===== src/alu_map.vh =====
`ifndef ALU_MAP_VH
`define ALU_MAP_VH
// major opcodes
`define OP_REG_GROUP 6'h00
`define OP_BRANCH_EQ 6'h04
`define OP_SUM_IMM_TRAP 6'h08
`define OP_SUM_IMM_WRAP 6'h09
`define OP_MASK_IMM 6'h0c
// function codes of the register format group
`define FN_SUM_WORD_WRAP 6'h21
`define FN_MASK_WORD 6'h24
// instruction field positions
`define F_OP_HI 31
`define F_OP_LO 26
`define F_SA_HI 25
`define F_SA_LO 21
`define F_SB_HI 20
`define F_SB_LO 16
`define F_DR_HI 15
`define F_DR_LO 11
`define F_SH_HI 10
`define F_SH_LO 6
`define F_FN_HI 5
`define F_FN_LO 0
`define F_IMM_HI 15
`define F_IMM_LO 0
`define F_IMM_SIGN 15
// constants
`define REG_ZERO 5'h00
`define SHAMT_ZERO 5'h00
`define WORD_ZERO 32'h00000000
`define HALF_ZERO 16'h0000
`define INSTR_BYTES 32'h00000004
`define REG_RESET 5'h00
`endif


===== src/result_hold.v =====
// registered result stage for the register write port
module result_hold (
  input wire clk_i,
  input wire reset_i,
  input wire wr_en_i,
  input wire [4:0] wr_idx_i,
  input wire [31:0] wr_data_i,
  output reg wr_en_o,
  output reg [4:0] wr_idx_o,
  output reg [31:0] wr_data_o
);
`include "alu_map.vh"

  // hold the write request one cycle
  always @(posedge clk_i) begin
    if (reset_i) begin
      wr_en_o <= 1'h0;
      wr_idx_o <= `REG_RESET;
      wr_data_o <= `WORD_ZERO;
    end else begin
      wr_en_o <= wr_en_i;
      wr_idx_o <= wr_idx_i;
      wr_data_o <= wr_data_i;
    end
  end
endmodule


===== src/integer_add_logic_unit.v =====
// Functional notes
// - opcode 001000 is trapping immediate add
// - sign-extend immediate, add to source
// - overflow when sum bits 32, 31 differ
// - no overflow: write sum to bits 20..16
// - opcode 001001 wrapping immediate add, write
// - wrapping adds never raise overflow
// - function 100001 with shamt zero: wrapping add
// - function 100100: register AND to bits 15..11
// - opcode 001100: zero-extended immediate AND
// - branch-equal on zero registers always taken
// - target is delay-slot address plus offset
module integer_add_logic_unit (
  input wire clk_i,
  input wire reset_i,
  input wire issue_i,
  input wire [31:0] instr_i,
  input wire [31:0] instr_addr_i,
  input wire [31:0] source_a_i,
  input wire [31:0] source_b_i,
  output wire [4:0] source_a_index_o,
  output wire [4:0] source_b_or_dest_index_o,
  output wire reg_wr_en_o,
  output wire [4:0] reg_wr_idx_o,
  output wire [31:0] reg_wr_data_o,
  output reg overflow_o,
  output reg [31:0] fault_addr_o,
  output reg branch_taken_o,
  output reg [31:0] branch_target_o,
  output reg unknown_instr_o
);
`include "alu_map.vh"

  // instruction fields, sliced straight from the issued word
  wire [5:0] opcode; // major opcode
  wire [4:0] source_a_index; // first source field
  wire [4:0] source_b_or_dest_index; // second source or destination
  wire [4:0] dest_reg_index; // register-format destination
  wire [4:0] shamt; // must be zero for the wrapping register add
  wire [5:0] funct; // function code of the register format group
  wire [15:0] imm; // immediate or branch offset

  assign opcode = instr_i[`F_OP_HI:`F_OP_LO];
  assign source_a_index = instr_i[`F_SA_HI:`F_SA_LO];
  assign source_b_or_dest_index = instr_i[`F_SB_HI:`F_SB_LO];
  assign dest_reg_index = instr_i[`F_DR_HI:`F_DR_LO];
  assign shamt = instr_i[`F_SH_HI:`F_SH_LO];
  assign funct = instr_i[`F_FN_HI:`F_FN_LO];
  assign imm = instr_i[`F_IMM_HI:`F_IMM_LO];

  // register file read indices leave combinationally: the register file
  // answers in the issue cycle, so a flop here would cost a whole stage
  assign source_a_index_o = source_a_index;
  assign source_b_or_dest_index_o = source_b_or_dest_index;

  // decode strobes, each except is_reg_group qualified by issue so that idle cycles decode nothing
  wire is_reg_group; // register format group selected
  wire sum_imm_trapping; // immediate add that traps on overflow
  wire sum_imm_wrapping; // immediate add, modulo
  wire sum_word_wrapping; // register add, modulo
  wire mask_word; // register bitwise and
  wire mask_with_imm; // bitwise and with zero-extended immediate
  wire branch_if_equal; // branch-equal on register zero only
  wire decoded_any; // some form above claimed the word

  assign is_reg_group = (opcode == `OP_REG_GROUP);
  assign sum_imm_trapping = issue_i && (opcode == `OP_SUM_IMM_TRAP);
  assign sum_imm_wrapping = issue_i && (opcode == `OP_SUM_IMM_WRAP);
  // a nonzero shift field makes this word something else, so it stays unknown
  assign sum_word_wrapping = issue_i && is_reg_group && (funct == `FN_SUM_WORD_WRAP)
    && (shamt == `SHAMT_ZERO);
  // the and form does not look at the shift field
  assign mask_word = issue_i && is_reg_group && (funct == `FN_MASK_WORD);
  assign mask_with_imm = issue_i && (opcode == `OP_MASK_IMM);
  // only the both-zero register encoding is always taken; other compares are not ours
  assign branch_if_equal = issue_i && (opcode == `OP_BRANCH_EQ)
    && (source_a_index == `REG_ZERO) && (source_b_or_dest_index == `REG_ZERO);
  assign decoded_any = sum_imm_trapping || sum_imm_wrapping || sum_word_wrapping
    || mask_word || mask_with_imm || branch_if_equal;

  // operand shaping
  wire [31:0] imm_sext; // immediate with its sign copied upward
  wire [31:0] imm_zext; // immediate with zeros above
  wire [32:0] sum_trap; // one guard bit above the word
  wire sum_overflow; // guard bit and sign bit disagree
  wire [31:0] sum_imm; // modulo immediate sum
  wire [31:0] sum_reg; // modulo register sum
  wire [31:0] delay_slot_addr; // word after the branch
  wire [31:0] br_offset; // offset in bytes, sign-extended
  wire [31:0] br_target; // redirect address

  assign imm_sext = {{16{imm[`F_IMM_SIGN]}}, imm};
  assign imm_zext = {`HALF_ZERO, imm};
  // the source is widened with a copy of its own sign so that a carry into
  // the guard bit can be told apart from a genuine change of sign
  assign sum_trap = {source_a_i[31], source_a_i} + {imm_sext[31], imm_sext};
  assign sum_overflow = sum_trap[32] != sum_trap[31];
  assign sum_imm = source_a_i + imm_sext;
  assign sum_reg = source_a_i + source_b_i;
  // branch offsets count from the delay slot, not from the branch itself
  assign delay_slot_addr = instr_addr_i + `INSTR_BYTES;
  assign br_offset = {{14{imm[`F_IMM_SIGN]}}, imm, 2'h0};
  assign br_target = delay_slot_addr + br_offset;

  // bitwise and, one slice per bit for both and forms
  wire [31:0] and_reg_bits; // register and register
  wire [31:0] and_imm_bits; // register and immediate
  genvar bit_idx;
  generate
    for (bit_idx = 0; bit_idx < 32; bit_idx = bit_idx + 1) begin : g_and_bit
      assign and_reg_bits[bit_idx] = source_a_i[bit_idx] & source_b_i[bit_idx];
      assign and_imm_bits[bit_idx] = source_a_i[bit_idx] & imm_zext[bit_idx];
    end
  endgenerate

  // result selection for the write port; idle and unknown words leave it low
  reg wr_en_nxt; // write request for the next cycle
  reg [4:0] wr_idx_nxt; // destination index
  reg [31:0] wr_data_nxt; // value to write
  always @* begin
    wr_en_nxt = 1'h0;
    wr_idx_nxt = `REG_RESET;
    wr_data_nxt = `WORD_ZERO;
    if (sum_imm_trapping) begin
      // write only when the sum fits; index and data still travel
      wr_en_nxt = !sum_overflow;
      wr_idx_nxt = source_b_or_dest_index;
      wr_data_nxt = sum_trap[31:0];
    end else if (sum_imm_wrapping) begin
      // modulo sum, never traps
      wr_en_nxt = 1'h1;
      wr_idx_nxt = source_b_or_dest_index;
      wr_data_nxt = sum_imm;
    end else if (sum_word_wrapping) begin
      // modulo register sum into the third register field
      wr_en_nxt = 1'h1;
      wr_idx_nxt = dest_reg_index;
      wr_data_nxt = sum_reg;
    end else if (mask_word) begin
      // register and, no exception possible
      wr_en_nxt = 1'h1;
      wr_idx_nxt = dest_reg_index;
      wr_data_nxt = and_reg_bits;
    end else if (mask_with_imm) begin
      // immediate and into the second register field
      wr_en_nxt = 1'h1;
      wr_idx_nxt = source_b_or_dest_index;
      wr_data_nxt = and_imm_bits;
    end else begin
      // no write for branches, idle cycles or unknown words
      wr_en_nxt = 1'h0;
    end
  end

  // status next values, all settled in the issue cycle
  reg overflow_nxt; // trapping add overflowed
  reg [31:0] fault_addr_nxt; // address kept for the exception logic
  reg branch_taken_nxt; // unconditional branch seen
  reg [31:0] branch_target_nxt; // address kept for the fetch side
  reg unknown_instr_nxt; // issued word not handled here
  always @* begin
    // hold the recorded addresses unless a new event replaces them
    overflow_nxt = sum_imm_trapping && sum_overflow;
    fault_addr_nxt = fault_addr_o;
    branch_taken_nxt = branch_if_equal;
    branch_target_nxt = branch_target_o;
    unknown_instr_nxt = issue_i && !decoded_any;
    if (overflow_nxt) begin
      // the faulting word's own address, not the next one
      fault_addr_nxt = instr_addr_i;
    end
    if (branch_if_equal) begin
      // fetch applies it after the delay slot word
      branch_target_nxt = br_target;
    end
  end

  // registered write port, valid right after the edge that takes the word
  result_hold u_result_hold (
    .clk_i(clk_i),
    .reset_i(reset_i),
    .wr_en_i(wr_en_nxt),
    .wr_idx_i(wr_idx_nxt),
    .wr_data_i(wr_data_nxt),
    .wr_en_o(reg_wr_en_o),
    .wr_idx_o(reg_wr_idx_o),
    .wr_data_o(reg_wr_data_o)
  );

  // overflow pulse, in the same cycle as the dropped write
  always @(posedge clk_i) begin
    if (reset_i) begin
      overflow_o <= 1'h0;
    end else begin
      overflow_o <= overflow_nxt;
    end
  end

  // fault address, held until the next overflow
  always @(posedge clk_i) begin
    if (reset_i) begin
      fault_addr_o <= `WORD_ZERO;
    end else begin
      fault_addr_o <= fault_addr_nxt;
    end
  end

  // branch pulse for the fetch side
  always @(posedge clk_i) begin
    if (reset_i) begin
      branch_taken_o <= 1'h0;
    end else begin
      branch_taken_o <= branch_taken_nxt;
    end
  end

  // branch target, held until the next branch
  always @(posedge clk_i) begin
    if (reset_i) begin
      branch_target_o <= `WORD_ZERO;
    end else begin
      branch_target_o <= branch_target_nxt;
    end
  end

  // unknown word pulse, so the decoder can raise its own fault
  always @(posedge clk_i) begin
    if (reset_i) begin
      unknown_instr_o <= 1'h0;
    end else begin
      unknown_instr_o <= unknown_instr_nxt;
    end
  end
endmodule


===== config.mk =====
export PLATFORM = sky130hd
export DESIGN_NAME = integer_add_logic_unit
export DESIGN_NICKNAME = d
export VERILOG_FILES = /design/src/result_hold.v /design/src/integer_add_logic_unit.v
export VERILOG_INCLUDE_DIRS = /design/src
export SDC_FILE = /design/constraint.sdc
export NUM_CORES = 1
export LEC_CHECK = 0
export CAP_MARGIN = 25
export CORE_MARGIN = 2
export CORE_UTILIZATION = 55
export DETAILED_ROUTE_END_ITERATION = 10
export DONT_BUFFER_PORTS = 1
export GPL_TIMING_DRIVEN = 0
export PLACE_DENSITY_LB_ADDON = 0.3
export REMOVE_ABC_BUFFERS = 1
export SYNTH_ARGS = -nofsm -noshare
export SYNTH_HDL_FRONTEND = slang
export SYNTH_SLANG_ARGS = --single-unit

===== constraint.sdc =====
create_clock -name clk_i -period 4.8 [get_ports clk_i]
set_input_delay 0.96 -clock clk_i [delete_from_list [all_inputs] [get_ports clk_i]]
set_output_delay 0.96 -clock clk_i [all_outputs]
set_load 0.005 [all_outputs]

==> impl_metrics.yaml <==
die:
  fp-row-count: 47
  pin_count: 246
  dieArea_mm2: 0.0182
  fp.coreArea_mm2: 0.0167
  start_util_pct: 56.6
  die_x_um: 135
  die_y_um: 135
setup_path:
  critical_path_class: "input port to flip-flop"
  ff2ff_path_depth: 4
  crit_arrival_ns: 4.26
  r2r-end: "branch_target_o[24]"
  end_kind: "flip-flop"
  cp_data_required_time_ns: 5.08
  reg2reg_from: "branch_target_o[24]"
  crit_path_start_kind: "input port"
  worst-path-max-fanout: 27
  r2r_slack_ns: 4.03
power:
  swShare_pct: 33.9
  p_per_area_mw_per_mm2: 252
  leakagePower_nw: 4.12
  clkPwrFrac_pct: 33.4
  intPower_w: 0.00164
  pwr-share-comb_pct: 31.3
  p_seq_share_pct: 35.3
  switchingPower_w: 0.000842
  peakVddDrop_mv: 0.164
synth:
  synth.cell_area_mm2: 0.00945
  yosys.area.top_type: "dfxtp_1"
  yosys-top-cells-area: "dfxtp_1 (22%), ha_1 (16%), a21oi_1 (6.0%), a21o_1 (5.2%), nand2b_1 (5.1%)"
  synth_cell_types: 83
  ys.flop_type: "dfxtp_1"
  syn_inst: 1128
  synth.avg_cell_area_um2: 8.38
  synth_top_area_share_pct: 22.2
  ys_ff_latch: 105
  ys.warnings.count: 0
  synth_edf_count: 0
  synth-async-reset-ratio_pct: 0
  ys_seq_area_share_pct: 22.2
timing:
  slew_viol_final: 0
  worst_pin_slew_ns: 0.905
  min_period_ns: 3.98
  setup_violations: 0
  slew_headroom_pct: 39.6
  finalCritPeriodShare_pct: 83.0
  fin_hold_ws_ns: 0.474
  rsz0062_at_grt: "false"
  final.setup_skew_ns: 0
  timing.fmax_mhz: 251
  hold_violations: 0
outcome:
  outcome: "complete, no violations"
placed_design:
  place_area_mm2: 0.00950
  detailed_place_hpwl_um: 20300
  gp_congestion: 0.949
  portBuffers: 0
cts:
  cts.htree.levels: 3
  cts_num_sinks: 105
  cts_tree: "done"
  clk_latency_ns: 0.36
  cts_hold_buf: 0
  root_buffer: "clkbuf_16"
  cts_resized: 0
  post_cts_buffers: 0
  cts.path.max_buffers: 2
  clkSlewWorstSetupHoldPaths_ns: 0.08
  numCtsBuffers: 9
detailed_routing:
  ant_nets: 0
  drt_wl_total_um: 26600
  routedWlPerCell_um: 20.3
  vias_per_cell: 6.45
  drtIter0Drc: 569
  vias: 8428
  drc: 0
  first_pass_iters: 6
layout:
  insertedDiodeCount: 0
  layout_commonest_cell: "ha_1"
  fin_nets: 1337
  drive_gt1_share_pct: 4.51
  final_cell_mix: "ha_1 (121), a21oi_1 (113), dfxtp_1 (105)"
  finalInstanceArea_mm2: 0.00986
  syn2layout_area_growth_pct: 4.37
hold_path:
  hp-start: "branch_target_o[0]"
  worst_hold_path.endpoint: "branch_target_o[0]"
  holdPathStages: 2
  hp-class: "flip-flop to flip-flop"
grt:
  grt_pass1_wl_um: 41400
  antenna_found_initial: 0
  grt.overflow.total: 0
  track_usage_pct: 28.4
  grt_max_degree: 134
  first_global_vias: 7941
flow_run:
  maxCapViolations: 0
## worst max path at each step
| stage | start | endpoint | slack [ns] | cells after the start |
|---|---|---|---|---|
| floorplan | instr_i[0] | fault_addr_o[0] | 0.43 | 11 |
| detailed placement | instr_i[0] | fault_addr_o[21] | 0.45 | 12 |
| global placement | instr_i[0] | fault_addr_o[19] | -0.53 | 11 |
| finish | instr_i[0] | fault_addr_o[29] | 0.82 | 12 |
| CTS | instr_i[0] | fault_addr_o[29] | 0.80 | 12 |
| global route | instr_i[0] | fault_addr_o[29] | 0.66 | 12 |
## per-layer routing
metal	global-route usage (%)	share of wire, %
met1	37.4	44
met2	45.8	46
met4	11.5	3.4
met3	5.26	7.0
met5	0	0
## power by group through the flow
stage / logic, W / clock network, W / registers, W
final: 0.000777 / 0.000829 / 0.000875
after global routing: 0.000861 / 0.000882 / 0.000875
after CTS: 0.000767 / 0.000847 / 0.000875
after detailed placement: 0.000758 / 0 / 0.000896
after global placement: 0.000748 / 0 / 0.000896
after floorplan: 0.000624 / 0 / 0.000895
## synthesized netlist by cell type, drive strengths merged, types with 4 or more instances
| cell type | n |
|---|---|
| ha | 121 |
| a21oi | 116 |
| dfxtp | 105 |
| nand2 | 92 |
| nand2b | 77 |
| a21o | 69 |
| nor2 | 67 |
| o21ai | 44 |
| xnor2 | 44 |
| clkbuf | 42 |
| mux2i | 41 |
| xor2 | 24 |
| buf | 21 |
| nand3 | 20 |
| a211oi | 16 |
| a222oi | 16 |
| and3 | 15 |
| o21bai | 15 |
| inv | 14 |
| a31oi | 13 |
| a22oi | 12 |
| nor2b | 12 |
| nor3 | 12 |
| a22o | 9 |
| o21a | 9 |
| o211ai | 8 |
| or3 | 8 |
| nor4 | 7 |
| a221oi | 6 |
| o31ai | 6 |
| a311oi | 5 |
| a211o | 4 |
| nand4 | 4 |
| nand4b | 4 |
## cell type report
type | instances | area (um2)
Sequential cell | 105 | 2100
Tap cell | 220 | 275
Clock inverter | 7 | 108
Fill cell | 1514 | 6840
Clock buffer | 9 | 225
Multi-Input combinational cell | 946 | 6950
Inverter | 14 | 52.6
Timing Repair Buffer | 6 | 145
## state kept, by name, summed over array words and instances (netlist names)
name and flops:
unknown_instr_o 1, overflow_o 1, branch_taken_o 1, u_result_hold.wr_idx_o 5, u_result_hold.wr_data_o 32, u_result_hold.wr_en_o 1
fault_addr_o 32, branch_target_o 32
## through the flow
step	setup WS [ns]	TNS (ns)	total power [W]	utilization [%]	cells
global placement	-0.534	-17.11	0.00164	56.1	1285
global route	0.655	0	0.00262	59.1	1307
floorplan	0.433	0	0.00152	-	1065
CTS	0.805	0	0.00249	58.9	1306
finish	0.818	0	0.00248	59.1	1307
detailed placement	0.454	0	0.00165	56.9	1290
## kinds of logic after synthesis
kind of cell	after synthesis	synth area share (%)
AO/OA/AOI/OAI	373	27.6
XOR/XNOR	68	6.30
adder cells (fa/ha/maj)	124	16.7
buffers and inverters	77	4.24
flip-flops	105	22.2
multiplexers	42	4.50
AND/OR/NAND/NOR	339	18.4
## critical path: stages
cell      delay [ns]
ha_1            0.25
fa_1            0.45
a211oi_1        0.24
o21ai_1         0.18
o21ai_2         0.27
a211oi_4        0.13
o311ai_4        0.36
o21ai_2         0.08
xor2_1          0.32
and4b_2         0.49
buf_12          0.25
mux2i_1         0.23
Note: power is estimated with default switching activity, not from simulation.
